`config.mk`:
```
export PLATFORM = sky130hd
export DESIGN_NAME = bist_reset_wake_control_regs
export DESIGN_NICKNAME = d
export VERILOG_FILES = /design/src/bist_wake_pkg.sv /design/src/bist_reset_wake_control_regs.sv
export SDC_FILE = /design/constraint.sdc
export NUM_CORES = 1
export LEC_CHECK = 0
export BUFFER_PORTS_ARGS = -buffer_cell sky130_fd_sc_hd__buf_2
export CORE_MARGIN = 5
export CORE_UTILIZATION = 30
export CTS_CLUSTER_SIZE = 25
export DETAILED_ROUTE_END_ITERATION = 8
export SETUP_SLACK_MARGIN = 0.4
export SLEW_MARGIN = 5
export SYNTH_ARGS = -nofsm -noshare
export SYNTH_HDL_FRONTEND = slang
export SYNTH_SLANG_ARGS = --single-unit
```
`constraint.sdc`:
```
create_clock -name hclk -period 2.9 [get_ports hclk]
set_clock_uncertainty 0.2 [all_clocks]
set_input_delay 0.145 -clock hclk [delete_from_list [all_inputs] [get_ports hclk]]
set_output_delay 0.145 -clock hclk [all_outputs]
set_load 0.1 [all_outputs]
```
`src/bist_wake_pkg.sv`:
```
/*
 * Shared definitions for the self-test, reset and wake-up control register bank:
 * register indices, field positions, reset values, timing counts, state codes and carriers.
 * Assumes a 200 MHz device clock and a 32-bit AHB-Lite register bus.
 */
`default_nettype none
package bist_wake_pkg;
	// register indices; the byte address on the bus is four times the index
	localparam logic [9:0] IDX_SELFTEST_INFO = 10'h124;
	localparam logic [9:0] IDX_GLOBAL_RESET = 10'h126;
	localparam logic [9:0] IDX_WAKEUP_CTRL = 10'h12a;
	localparam logic [9:0] IDX_IRQ_STATUS = 10'h1f0;
	localparam logic [9:0] IDX_IRQ_MASK = 10'h1f1;
	// self-test info fields
	localparam int INFO_DONE_BIT = 15;
	localparam int INFO_TX_DONE_BIT = 12;
	localparam int INFO_TX_FAIL_BIT = 11;
	localparam int INFO_TX_COUNT_LSB = 8;
	localparam int INFO_RX_DONE_BIT = 4;
	localparam int INFO_RX_FAIL_BIT = 3;
	localparam int INFO_RX_COUNT_LSB = 0;
	// global reset fields
	localparam int GRR_BIST_START_BIT = 3;
	localparam int GRR_SPARE2_BIT = 2;
	localparam int GRR_QUEUE_RESET_BIT = 1;
	localparam int GRR_SOFT_RESET_BIT = 0;
	localparam int GRR_SPARE_HI_LSB = 4;
	// wake-up control fields
	localparam int WFC_MAGIC_BIT = 7;
	localparam int WFC_PATTERN_LSB = 0;
	// interrupt status/mask bits
	localparam int IRQ_TX_DONE_BIT = 0;
	localparam int IRQ_RX_DONE_BIT = 1;
	localparam int IRQ_FAIL_BIT = 2;
	// reset values
	localparam logic [11:0] GRR_SPARE_HI_RESET = 12'h000;
	localparam logic [3:0] PATTERN_EN_RESET = 4'h0;
	localparam logic [2:0] FAIL_COUNT_RESET = 3'h0;
	localparam logic [2:0] IRQ_RESET = 3'h0;
	localparam logic [21:0] HOLD_COUNT_RESET = 22'h000000;
	// soft reset minimum hold time
	localparam int SOFT_RESET_HOLD_MS = 10;
	localparam int CLOCK_KHZ = 200000;
	localparam int SOFT_RESET_HOLD_CYCLES = SOFT_RESET_HOLD_MS * CLOCK_KHZ;

	typedef enum logic [2:0] {
		BIST_IDLE = 3'b001,
		BIST_RUNNING = 3'b010,
		BIST_FINISHED = 3'b100
	} bist_state_e;

	// result levels from the memory test engines, valid while the done level is high
	typedef struct packed {
		logic tx_done;
		logic tx_fail;
		logic [2:0] tx_fail_count;
		logic rx_done;
		logic rx_fail;
		logic [2:0] rx_fail_count;
	} bist_result_s;

	typedef struct packed {
		logic magic_packet_detect_enable;
		logic [3:0] wake_pattern_enable;
	} wake_ctrl_s;

	function automatic logic [31:0] byte_addr(input logic [9:0] idx);
		byte_addr = {20'h00000, idx, 2'b00};
	endfunction
endpackage
`default_nettype wire

```
`src/bist_reset_wake_control_regs.sv`:
```
/*
 * Self-test, global reset and wake-up control register bank on an AHB-Lite slave.
 * Zero-wait slave: hreadyout is always high, responses always OKAY.
 * Assumes the memory test engines hold their done/fail/count levels while bist_run is high.
 */
// Chosen here: the AHB-Lite slave port.
// How it works
// info bit 15 is 0 during self-test, 1 once both memories finished.
// bit 12 goes 1 when transmit memory test finishes, else 0.
// bit 11 shows transmit memory test finished with failure.
// bits 10:8 hold the transmit memory fail count, zero without failure.
// bit 4 goes 1 when receive memory test finishes, else 0.
// bit 3 shows receive memory test failed.
// bits 2:0 hold the receive memory fail count, zero without failure.
// host should reset the device after running the self-test.
// global reset bit 3 written 1 starts self-test, written 0 stops it; here a 1 starts it only when bit 3 was 0 before the write.
// while bit 1 is set, queue memories flush and queue manager resets.
// while bit 0 is set, all registers return to defaults except straps.
// bit 0 never clears itself; host holds it at least 10 ms.
// wake-up control bit 7 enables magic packet detection, resets to 0.
// wake-up control bits 3:0 enable wake patterns 3..0, reset to 0.
// writes to read-only info and reserved wake-up bits are ignored.
`timescale 1ns/100ps
`default_nettype none
module bist_reset_wake_control_regs #(
	parameter int HOLD_CYCLES = bist_wake_pkg::SOFT_RESET_HOLD_CYCLES
) (
	input wire logic hclk,
	input wire logic hresetn,
	input wire logic hsel,
	input wire logic [31:0] haddr,
	input wire logic [1:0] htrans,
	input wire logic hwrite,
	input wire logic [2:0] hsize,
	input wire logic [31:0] hwdata,
	input wire logic hready,
	output logic hreadyout,
	output logic hresp,
	output logic [31:0] hrdata,
	input wire bist_wake_pkg::bist_result_s bist_result,
	output logic bist_run,
	output logic queue_flush,
	output logic soft_reset_active,
	output logic soft_reset_hold_met,
	output bist_wake_pkg::wake_ctrl_s wake_ctrl,
	output logic irq
);
	import bist_wake_pkg::*;

	typedef struct packed {
		logic dp_write;
		logic dp_read;
		logic [9:0] dp_index;
		bist_state_e fsm;
		logic [11:0] grr_spare_hi;
		logic grr_spare2;
		logic bist_start;
		logic queue_reset;
		logic soft_reset;
		logic tx_completed;
		logic tx_failed;
		logic [2:0] tx_fail_count;
		logic rx_completed;
		logic rx_failed;
		logic [2:0] rx_fail_count;
		logic magic_en;
		logic [3:0] pattern_en;
		logic [2:0] irq_status;
		logic [2:0] irq_mask;
		logic [21:0] hold_count;
		logic hold_met;
	} state_s;

	localparam logic [21:0] HOLD_LAST = 22'(HOLD_CYCLES - 1);

	state_s st;
	state_s next_st;
	logic take;
	logic wr_grr;
	logic [2:0] irq_set;

	// hsize is not checked: every access is treated as a whole word
	assign take = hsel && htrans[1] && hready;
	assign wr_grr = st.dp_write && (st.dp_index == IDX_GLOBAL_RESET);

	function automatic logic [15:0] info_word(input state_s s);
		info_word = 16'h0000;
		info_word[INFO_DONE_BIT] = s.tx_completed && s.rx_completed;
		info_word[INFO_TX_DONE_BIT] = s.tx_completed;
		info_word[INFO_TX_FAIL_BIT] = s.tx_failed;
		info_word[INFO_TX_COUNT_LSB +: 3] = s.tx_fail_count;
		info_word[INFO_RX_DONE_BIT] = s.rx_completed;
		info_word[INFO_RX_FAIL_BIT] = s.rx_failed;
		info_word[INFO_RX_COUNT_LSB +: 3] = s.rx_fail_count;
	endfunction

	always_comb begin
		next_st = st;
		irq_set = IRQ_RESET;
		next_st.dp_write = take && hwrite;
		next_st.dp_read = take && !hwrite;
		next_st.dp_index = haddr[11:2];

		// self-test engine sequencing
		case (st.fsm)
			BIST_IDLE: begin
			end
			BIST_RUNNING: begin
				if (bist_result.tx_done && !st.tx_completed) begin
					next_st.tx_completed = 1'b1;
					next_st.tx_failed = bist_result.tx_fail;
					next_st.tx_fail_count = bist_result.tx_fail_count;
					irq_set[IRQ_TX_DONE_BIT] = 1'b1;
					irq_set[IRQ_FAIL_BIT] = bist_result.tx_fail;
				end
				if (bist_result.rx_done && !st.rx_completed) begin
					next_st.rx_completed = 1'b1;
					next_st.rx_failed = bist_result.rx_fail;
					next_st.rx_fail_count = bist_result.rx_fail_count;
					irq_set[IRQ_RX_DONE_BIT] = 1'b1;
					irq_set[IRQ_FAIL_BIT] = irq_set[IRQ_FAIL_BIT] || bist_result.rx_fail;
				end
				if (next_st.tx_completed && next_st.rx_completed) begin
					next_st.fsm = BIST_FINISHED;
				end
			end
			BIST_FINISHED: begin
			end
			default: begin
				next_st.fsm = BIST_IDLE;
			end
		endcase

		// register writes land in the data phase, with hwdata of that phase
		if (st.dp_write) begin
			case (st.dp_index)
				IDX_GLOBAL_RESET: begin
					next_st.grr_spare_hi = hwdata[GRR_SPARE_HI_LSB +: 12];
					next_st.grr_spare2 = hwdata[GRR_SPARE2_BIT];
					next_st.bist_start = hwdata[GRR_BIST_START_BIT];
					next_st.queue_reset = hwdata[GRR_QUEUE_RESET_BIT];
					next_st.soft_reset = hwdata[GRR_SOFT_RESET_BIT];
					if (hwdata[GRR_BIST_START_BIT] && !st.bist_start) begin
						// a fresh start discards the previous results
						next_st.fsm = BIST_RUNNING;
						next_st.tx_completed = 1'b0;
						next_st.tx_failed = 1'b0;
						next_st.tx_fail_count = FAIL_COUNT_RESET;
						next_st.rx_completed = 1'b0;
						next_st.rx_failed = 1'b0;
						next_st.rx_fail_count = FAIL_COUNT_RESET;
						irq_set = IRQ_RESET;
					end else if (!hwdata[GRR_BIST_START_BIT]) begin
						// stop keeps whatever results were captured so far
						next_st.fsm = BIST_IDLE;
					end
				end
				IDX_WAKEUP_CTRL: begin
					next_st.magic_en = hwdata[WFC_MAGIC_BIT];
					next_st.pattern_en = hwdata[WFC_PATTERN_LSB +: 4];
				end
				IDX_IRQ_STATUS: begin
					next_st.irq_status = st.irq_status & ~hwdata[2:0];
				end
				IDX_IRQ_MASK: begin
					next_st.irq_mask = hwdata[2:0];
				end
				default: begin
					// self-test info and unmapped words take no writes
				end
			endcase
		end
		// set wins over a clear in the same cycle
		next_st.irq_status = next_st.irq_status | irq_set;

		// hold timer: not a register, so it survives the soft reset it measures
		if (st.soft_reset) begin
			if (st.hold_count != HOLD_LAST) begin
				next_st.hold_count = st.hold_count + 22'h000001;
			end else begin
				next_st.hold_met = 1'b1;
			end
		end else begin
			next_st.hold_count = HOLD_COUNT_RESET;
			next_st.hold_met = 1'b0;
		end

		// soft reset holds every register at its default; only bit 0 itself stays
		if (st.soft_reset) begin
			next_st.fsm = BIST_IDLE;
			next_st.grr_spare_hi = GRR_SPARE_HI_RESET;
			next_st.grr_spare2 = 1'b0;
			next_st.bist_start = 1'b0;
			next_st.queue_reset = 1'b0;
			next_st.tx_completed = 1'b0;
			next_st.tx_failed = 1'b0;
			next_st.tx_fail_count = FAIL_COUNT_RESET;
			next_st.rx_completed = 1'b0;
			next_st.rx_failed = 1'b0;
			next_st.rx_fail_count = FAIL_COUNT_RESET;
			next_st.magic_en = 1'b0;
			next_st.pattern_en = PATTERN_EN_RESET;
			next_st.irq_status = IRQ_RESET;
			next_st.irq_mask = IRQ_RESET;
			if (wr_grr) begin
				next_st.soft_reset = hwdata[GRR_SOFT_RESET_BIT];
			end
		end
	end

	always_ff @(posedge hclk or negedge hresetn) begin
		if (!hresetn) begin
			st <= '{fsm: BIST_IDLE, grr_spare_hi: GRR_SPARE_HI_RESET, dp_index: 10'h000,
				tx_fail_count: FAIL_COUNT_RESET, rx_fail_count: FAIL_COUNT_RESET,
				pattern_en: PATTERN_EN_RESET, irq_status: IRQ_RESET, irq_mask: IRQ_RESET,
				hold_count: HOLD_COUNT_RESET, default: 1'b0};
		end else begin
			st <= next_st;
		end
	end

	// read data is muxed from flops by the latched data-phase index
	always_comb begin
		hrdata = 32'h00000000;
		if (st.dp_read) begin
			case (st.dp_index)
				IDX_SELFTEST_INFO: hrdata[15:0] = info_word(st);
				IDX_GLOBAL_RESET: hrdata[15:0] = {st.grr_spare_hi, st.bist_start, st.grr_spare2,
					st.queue_reset, st.soft_reset};
				IDX_WAKEUP_CTRL: hrdata[15:0] = {8'h00, st.magic_en, 3'h0, st.pattern_en};
				IDX_IRQ_STATUS: hrdata[2:0] = st.irq_status;
				IDX_IRQ_MASK: hrdata[2:0] = st.irq_mask;
				default: hrdata = 32'h00000000;
			endcase
		end
	end

	assign hreadyout = 1'b1;
	assign hresp = 1'b0;
	assign bist_run = (st.fsm == BIST_RUNNING);
	assign queue_flush = st.queue_reset;
	assign soft_reset_active = st.soft_reset;
	assign soft_reset_hold_met = st.hold_met;
	assign wake_ctrl = '{magic_packet_detect_enable: st.magic_en, wake_pattern_enable: st.pattern_en};
	assign irq = |(st.irq_status & st.irq_mask);
endmodule
`default_nettype wire

```
==> flow_summary.ini, run 1 <==
[yosys]
synth_top_area_cell = dfrtp_1
synthCells = 406
synth.avg_cell_area_um2 = 9.544
ys_ff_latch = 75
ys_seq_area_frac = 0.4847
synth_area_leaders = dfrtp_1 (48%), mux2i_1 (5.9%), a21oi_1 (4.6%)
yosysWarningCount = 0
synth_ff_type = dfrtp_1
synthesis.area_um2 = 3875
synth-edff-count = 0
synth_cell_types = 52
synthArstFlopShare = 1.000
synth_top_cell_area_share = 0.4779

[global_route]
overflow = 0
grt_pass1_wl_um = 16410
grt_use_total = 0.1381
grt_pass1_vias = 3266
antenna_found_initial = 0
grt_start_max_net_pins = 76

[floorplanning]
floorplan.initialDensity = 0.3071
die_h_um = 123.7
pin_count = 128
die_area_um2 = 15290
rows = 41
core_um2 = 12620
chipWidth_um = 123.7

[run_status]
status = finished, final reports clean

[sta]
finalCritPeriodShare = 0.8698
hold_viol_final = 0
fin_crit_ns = 2.522
whs_ns = 0.2549
worst_pin_slew_ns = 0.9563
maxSlewHeadroom = 0.3625
tns_ns = 0
grt_setup_unrepaired = true
max_freq_ghz = 0.3965
slew_violations = 0
final-setup-viol-count = 0

[power]
p_sw_frac = 0.2884
p_comb_frac = 0.139
cellPowerDensity_nw_per_um2 = 496.7
power.static_leakage_nw = 2.316
seqPwrFrac = 0.434
power_w = 0.002697
vdd_drop_max_v = 0.0002898
switchingPower_w = 0.0007778
p_int_w = 0.001919
power.share.clock = 0.427

[critical_path]
slowest_delay_ns = 0.60
worst-path-buf-inv = 1
cp-start-kind = register
critical-path-top-delay-family = simple AND/OR/NAND/NOR gates
worst_ep_arrival_time_ns = 2.18
crit_type = reg2out
rr_startpoint = st[67]
cp.required_ns = 2.56
cpMaxStageDelayCell = or4_4
cp-startpoint = st[67]
crit_fanout = 5
crit_chain = or4_4 -> nor3_4 -> and2_4 -> and3_4 -> buf_12
end_kind = output port

[place]
dp_hpwl_um = 6982
dp_cells = 625
port_buffers = 67
routabilityCongestion = 0.8487

[clock_tree]
clockRootBuffer = clkbuf_16
clk_latency_ns = 0.33
cts_max_path_buffers = 2
htreeDepth = 3
numCtsBuffers = 9
cts.clk_slew.worst_paths_ns = 0.06
numClockSinks = 75
cts_tree = yes

[route]
wl_per_cell_um = 14.70
dr.pass1.iters = 4
drtIter0Drc = 184
wl_um = 10130
antenna_left = 0
num_vias = 3313
viasPerCell = 4.808
drc = 0

[layout]
multi_input_area_um2 = 1893
regArea_um2 = 1879
area_growth_pct = 40.10
stdcell_count = 689
fillCellCount = 1247
most-common-layout-cells = dfrtp_1 (73), buf_2 (50), nand2_1 (43)
nets = 597
diodes = 0
mostFrequentLayoutCell = dfrtp_1
drive_above_1_share = 0.2515

[hold_path]
min_from = haddr[2]
worstHoldPathType = in2reg

[flow_run]
drv_cap = 0
-- repair_timing --
action | 4_1_cts | 5_1_grt
buffers inserted | 5 | 2
endpoints found under the setup margin | 16 | 22
hold buffers | 41 | 0
pin swaps | 14 | 3
gates resized for setup | 60 | 6
hold endpoints to repair | 126 | 0
-- final timing paths --
kind	to	slack, ns	cells after the start
setup / recovery	hrdata[6]	0.38	5
hold / removal	st[63]	0.25	2
setup reg to reg	st[26]	0.49	6
hold reg to reg	st[55]	0.32	2
max in group asynchronous	st[63]	1.51	2
min in group asynchronous	soft_reset_hold_met	0.28	2
-- synthesized netlist by cell type, types with 3 or more instances --
cell,instances
a211o_1,3
a21oi_1,36
a31oi_1,7
and3_1,7
and4_1,4
buf_4,23
buf_6,4
clkbuf_1,13
dfrtp_1,74
inv_1,16
mux2i_1,23
nand2_1,45
nand2b_1,3
nand3_1,10
nand3b_1,4
nand4_1,8
nor2_1,34
nor2b_1,4
nor3_1,8
nor4_1,5
o21ai_0,16
o31ai_1,6
or3_1,5
or4_1,6
xnor2_1,4
-- kinds of logic after synthesis --
kind of cell	Yosys count	share of synthesized area
AOI/OAI and AO/OA	84	0.1301
xor gates and xnor gates	5	0.01130
adders and majority gates	1	0.003228
buffers and inverters	58	0.08686
DFF	75	0.4847
muxes	25	0.06522
other	2	0.001938
and+or+nand+nor	156	0.2167
-- power by group through the flow --
stage                     Combinational (W)  Sequential [W]  Clock (W)
after floorplan                    0.000270         0.00117          0
after global placement             0.000325         0.00118          0
after detailed placement           0.000329         0.00119          0
after CTS                          0.000378         0.00117    0.00117
after global routing               0.000409         0.00118    0.00123
final                              0.000376         0.00117    0.00115
-- per-stage QoR --
stage	utilization	area, µm²	worst slack [ns]
finish	0.4302	5429	0.3776
global route	0.4302	5429	0.2781
CTS	0.4269	5388	0.3587
detailed placement	0.3498	4414	0.3322
global placement	0.3498	4414	0.3410
floorplan	-	4078	0.4123
-- flip-flops by register name, indices dropped and copies added, names as in the netlist --
register	count
soft_reset_active	1
st	67
queue_flush	1
soft_reset_hold_met	1
wake_ctrl	5
-- metal layers --
metal | track usage | part of all wire | up-vias | wire length, µm
met4 | 0.03875 | 0.010 | 0 | 102
met2 | 0.2332 | 0.50 | 82 | 5111
li1 | - | - | 1614 | -
met1 | 0.1760 | 0.43 | 1611 | 4347
met3 | 0.03406 | 0.056 | 6 | 568
met5 | 0 | 0 | - | 0
-- worst reg2reg max path, cell delays in order, from the launching register on --
cell and delay [ns]:
dfrtp_1 0.38, or4_4 0.60, buf_4 0.17, or4_4 0.49, o21ai_2 0.14, buf_4 0.19, o21ai_0 0.10
-- layout make-up --
type	count	share of cell area
clock buffers	9	0.04148
flip-flops and latches	75	0.3462
multi-input cells	289	0.3487
well taps	172	0.03964
repair buffers	121	0.1975
inverters	16	0.01106
clock inverters	7	0.01544
Power figures use the tool's default switching activity.
==> run 2, diff against run 1 <==
--- a/config.mk
+++ b/config.mk
@@ -10,6 +10,7 @@
 export CORE_UTILIZATION = 30
 export CTS_CLUSTER_SIZE = 25
 export DETAILED_ROUTE_END_ITERATION = 8
+export MAX_ROUTING_LAYER = met4
 export SETUP_SLACK_MARGIN = 0.4
 export SLEW_MARGIN = 5
 export SYNTH_ARGS = -nofsm -noshare
==> run 2 against run 1 <==
  * Design area unchanged
  * Sequential share of layout area stayed put
  * Wire length rose by 0.44%
  * Via count decreased by 0.72%
  * Largest cell class unchanged
  * Worst hold slack improved by 0.0020 ns
  * Total power is essentially flat
  * Core utilization is the same
  * Worst setup slack got worse by 0.00073 ns
  * Die area did not move
  * Non-clock buffer count unchanged
  * Flip-flop and latch count stayed put
==> flow_summary.ini, run 2 (synthesized netlist as in run 1, its figures left out) <==
[run_status]
status = finished, final reports clean

[sta]
fin_crit_ns = 2.523
tns_ns = 0
final-setup-viol-count = 0
max_freq_ghz = 0.3963
hold_viol_final = 0
finalCritPeriodShare = 0.8700
worst_pin_slew_ns = 0.9583
slew_violations = 0
maxSlewHeadroom = 0.3611
whs_ns = 0.2568
grt_setup_unrepaired = true
setup_slack_ns = 0.3769

[clock_tree]
cts_max_path_buffers = 2
cts.clk_slew.worst_paths_ns = 0.06
clk_latency_ns = 0.33
numCtsBuffers = 9
numClockSinks = 75
cts_tree = yes
htreeDepth = 3
clockRootBuffer = clkbuf_16

[power]
vdd_drop_max_v = 0.0002902
cellPowerDensity_nw_per_um2 = 496.6
power.static_leakage_nw = 2.316

[route]
drtIter0Drc = 166
drc = 0
wl_um = 10170
dr.pass1.iters = 4
antenna_left = 0
viasPerCell = 4.774
num_vias = 3289
wl_per_cell_um = 14.77

[global_route]
grt_use_total = 0.1424
grt_start_max_net_pins = 76
grt_pass1_vias = 3260
overflow = 0
antenna_found_initial = 0
grt_pass1_wl_um = 16440

[floorplanning]
core_um2 = 12620
chipWidth_um = 123.7
die_h_um = 123.7
rows = 41
pin_count = 128
die_area_um2 = 15290
floorplan.initialDensity = 0.3071

[flow_run]
drv_cap = 0

[layout]
diodes = 0
drive_above_1_share = 0.2515
most-common-layout-cells = dfrtp_1 (73), buf_2 (50), nand2_1 (43)
nets = 597
mostFrequentLayoutCell = dfrtp_1
largest_register_ffs = 67
top_register = st
stdcell_count = 689
fillCellCount = 1247
area_growth_pct = 40.10

[critical_path]
rr_startpoint = st[67]
crit_fanout = 5
worst_ep_arrival_time_ns = 2.18
cp.required_ns = 2.56
end_kind = output port
cpMaxStageDelayCell = or4_4
crit_type = reg2out
critical-path-top-delay-family = simple AND/OR/NAND/NOR gates
worst-r2r-setup-slack_ns = 0.49
slowest_delay_ns = 0.60
cp-startpoint = st[67]
worst-path-buf-inv = 1
crit_chain = or4_4 -> nor3_4 -> and2_4 -> and3_4 -> buf_12
cp-start-kind = register
r2r_cells = 6
r2r_end = st[26]

[place]
dp_hpwl_um = 6982
dp_cells = 625
dpl_worst_slack_ns = 0.3322
routabilityCongestion = 0.8621
port_buffers = 67

[hold_path]
worstHoldEndpoint = st[63]
min_path_cells = 2
worstHoldPathType = in2reg
min_from = haddr[2]
## run 2: layout make-up
cell class | instances | area (µm²) | area share
Clock inverter | 7 | 83.83 | 0.01544
Tap cell | 172 | 215.2 | 0.03964
Timing Repair Buffer | 121 | 1072 | 0.1975
Sequential cell | 75 | 1879 | 0.3462
Inverter | 16 | 60.06 | 0.01106
Clock buffer | 9 | 225.2 | 0.04148
Multi-Input combinational cell | 289 | 1893 | 0.3487
## run 2: worst reg2reg max path: stages, from the launching register on
cell	delay (ns)
dfrtp_1	0.38
or4_4	0.60
buf_4	0.17
or4_4	0.49
o21ai_2	0.14
buf_4	0.19
o21ai_0	0.10
## run 2: what timing repair did
item                                    in CTS  in global routing
endpoints found under the setup margin      16                 22
cloned                                       0                  0
hold buffers                                41                  0
resized for setup                           60                  6
endpoints found under the hold margin      126                  0
buffers inserted                             5                  2
pin swaps                                   14                  3
## run 2: through the flow
stage                 util  total power (W)  cell area [µm²]
floorplan                -         0.001443             4078
global route        0.4302         0.002823             5429
finish              0.4302         0.002696             5429
detailed placement  0.3498         0.001518             4414
CTS                 0.4269         0.002721             5388
global placement    0.3498         0.001510             4414
## run 2: metal layers
metal / vias to the layer above / global-route usage / routed length, µm
met3: 6 / 0.03860 / 495
li1: 1610 / - / -
met1: 1613 / 0.1757 / 4502
met4: 0 / 0.03253 / 74
met5: - / - / 0
met2: 60 / 0.2345 / 5102
## run 2: worst max-delay path by stage
| stage | to | slack [ns] | depth (start not counted) |
|---|---|---|---|
| 2_1_floorplan | st[28] | 0.41 | 4 |
| 5_1_grt | hrdata[2] | 0.28 | 5 |
| 3_5_place_dp | hrdata[6] | 0.33 | 5 |
| 4_1_cts | hrdata[6] | 0.36 | 5 |
| 6_report | hrdata[6] | 0.38 | 5 |
| 3_3_place_gp | hrdata[14] | 0.34 | 5 |
## run 2: report_power, final
group	leakage, nW	internal [W]	total [W]	switching [W]
Combinational	1.17	0.000132	0.000376	0.000244
Clock	0.149	0.000681	0.00115	0.000467
Sequential	0.996	0.00111	0.00117	0.0000660
Total	2.32	0.00192	0.00270	0.000777
==> run 3, diff against run 2 <==
--- a/config.mk
+++ b/config.mk
@@ -7,10 +7,11 @@
 export LEC_CHECK = 0
 export BUFFER_PORTS_ARGS = -buffer_cell sky130_fd_sc_hd__buf_2
 export CORE_MARGIN = 5
-export CORE_UTILIZATION = 30
+export CORE_UTILIZATION = 40
 export CTS_CLUSTER_SIZE = 25
 export DETAILED_ROUTE_END_ITERATION = 8
 export MAX_ROUTING_LAYER = met4
+export PLACE_DENSITY = 0.66
 export SETUP_SLACK_MARGIN = 0.4
 export SLEW_MARGIN = 5
 export SYNTH_ARGS = -nofsm -noshare
==> constraint.sdc (replaced) <==
create_clock -name hclk -period 2.85 [get_ports hclk]
set_clock_uncertainty 0.2 [all_clocks]
set_input_delay 0.1425 -clock hclk [delete_from_list [all_inputs] [get_ports hclk]]
set_output_delay 0.1425 -clock hclk [all_outputs]
set_load 0.1 [all_outputs]
==> run 3 against run 2 <==
  * Worst setup slack worse by 0.11 ns
  * Global-route usage is 3.8 points higher
  * Sequential share of layout area is 0.38 points higher
  * Wire length is 2.2% lower
  * Core utilization is 13 points higher
  * First-iteration DRC count is 28% lower
==> flow_summary.ini, run 3 (synthesized netlist as in run 1, its figures left out) <==
[floorplanning]
core_um2 = 9594
pin_count = 128
rows = 36
die_h_um = 108.4
chipWidth_um = 108.4
floorplan.initialDensity = 0.4039
die_area_um2 = 11760

[place]
dpl_worst_slack_ns = 0.3102
routabilityCongestion = 0.7922
dp_hpwl_um = 6728
dp_cells = 588
port_buffers = 67

[sta]
slew_violations = 0
final-setup-viol-count = 0
fin_crit_ns = 2.587
tns_ns = 0
setup_slack_ns = 0.2630
finalCritPeriodShare = 0.9077
hold_viol_final = 0
worst_pin_slew_ns = 0.6275
max_freq_ghz = 0.3865
grt_setup_unrepaired = true
maxSlewHeadroom = 0.5817

[clock_tree]
numCtsBuffers = 9
cts.clk_slew.worst_paths_ns = 0.08
numClockSinks = 75
clk_latency_ns = 0.36
clockRootBuffer = clkbuf_8
cts_tree = yes
htreeDepth = 3
cts_max_path_buffers = 2

[critical_path]
crit_chain = or4_4 -> buf_6 -> a21oi_2 -> o211ai_1 -> buf_4 -> a31oi_4 -> buf_12
crit_fanout = 3
crit_type = reg2out
cp-startpoint = st[69]
r2r_end = st[60]
r2r_cells = 6
cp-start-kind = register
cp.required_ns = 2.51
cpMaxStageDelayCell = or4_4
slowest_delay_ns = 0.59
rr_startpoint = st[69]
worst-r2r-setup-slack_ns = 0.43
endpoint = hrdata[2]
end_kind = output port
worst_ep_arrival_time_ns = 2.24

[hold_path]
worstHoldPathType = in2async

[global_route]
grt_pass1_wl_um = 16100
grt_pass1_vias = 3392
grt_start_max_net_pins = 36
grt_use_total = 0.1801
antenna_found_initial = 0
overflow = 0

[power]
vdd_drop_max_v = 0.0002244
cellPowerDensity_nw_per_um2 = 446.7
power.static_leakage_nw = 2.284

[route]
drc = 0
antenna_left = 0
num_vias = 3361
dr.pass1.iters = 4
wl_um = 9951
drtIter0Drc = 120
viasPerCell = 5.108
wl_per_cell_um = 15.12

[layout]
drive_above_1_share = 0.2610
most-common-layout-cells = dfrtp_1 (73), buf_2 (51), nand2_1 (43)
largest_register_ffs = 67
diodes = 0
area_growth_pct = 38.59
nets = 605
top_register = st
mostFrequentLayoutCell = dfrtp_1
stdcell_count = 658

[flow_run]
drv_cap = 0

[run_status]
status = finished, final reports clean
## run 3: changes by cell type in the layout (fill, tap and decap cells not counted), moves of 2 or more
cell	delta
clkbuf_16	-9
clkinv_4	-2
buf_12	+2
clkbuf_8	+11
buf_4	+5
nand2_4	-2
clkbuf_1	+3
inv_6	-2
## run 3: stage by stage
| stage | power [W] | hold slack [ns] | cell area, µm² | util |
|---|---|---|---|---|
| final | 0.002399 | 0.1359 | 5370 | 0.5597 |
| after global placement | 0.001536 | -0.01262 | 4508 | 0.4699 |
| after floorplan | 0.001468 | -0.3531 | 4073 | - |
| after global routing | 0.002509 | 0.2065 | 5370 | 0.5597 |
| after detailed placement | 0.001547 | -0.003170 | 4508 | 0.4699 |
| after CTS | 0.002419 | 0.1381 | 5333 | 0.5558 |
## run 3: cell type report
type	instances	area (µm²)
inverter	16	60.06
tap	133	166.4
timing repair buffer	129	1155
fill	849	4224
clock buffer	14	162.7
sequential	75	1879
multi-input combinational	289	1912
clock inverter	2	35.03
## run 3: how the worst min path moves through the flow
stage	startpoint	end	slack (ns)	depth (start not counted)
after floorplan	hresetn	queue_flush	-0.35	0
after global placement	hresetn	st[24]	-0.01	1
after detailed placement	hresetn	st[24]	-0.003	1
after CTS	hresetn	st[46]	0.14	2
after global routing	hresetn	st[37]	0.21	2
final	hresetn	st[46]	0.14	2
## run 3: worst max-delay path: cells and delay by family (launching register included)
family | cells | cell delay [ns]
and+or+nand+nor | 1 | 0.59
buffers and inverters | 3 | 0.53
AOI/OAI and AO/OA | 3 | 0.38
DFF | 1 | 0.39
## run 3: repair_timing
action	4_1_cts	5_1_grt
hold endpoints to repair	79	0
pin swaps	10	3
setup buffers	10	3
endpoints found under the setup margin	16	32
hold buffers	41	0
gates resized for setup	37	3
## run 3: layer usage
| metal | wire (µm) | GRT usage |
|---|---|---|
| met5 | 0 | - |
| met2 | 5122 | 0.3094 |
| met3 | 459 | 0.03463 |
| met1 | 4212 | 0.2125 |
| met4 | 157 | 0.05861 |
## run 3: report_power, final
part	internal, W	switching, W	total, W	leakage, nW
sequential	0.00112	0.0000688	0.00119	0.996
clock	0.000452	0.000370	0.000822	0.101
combinational	0.000138	0.000246	0.000384	1.19
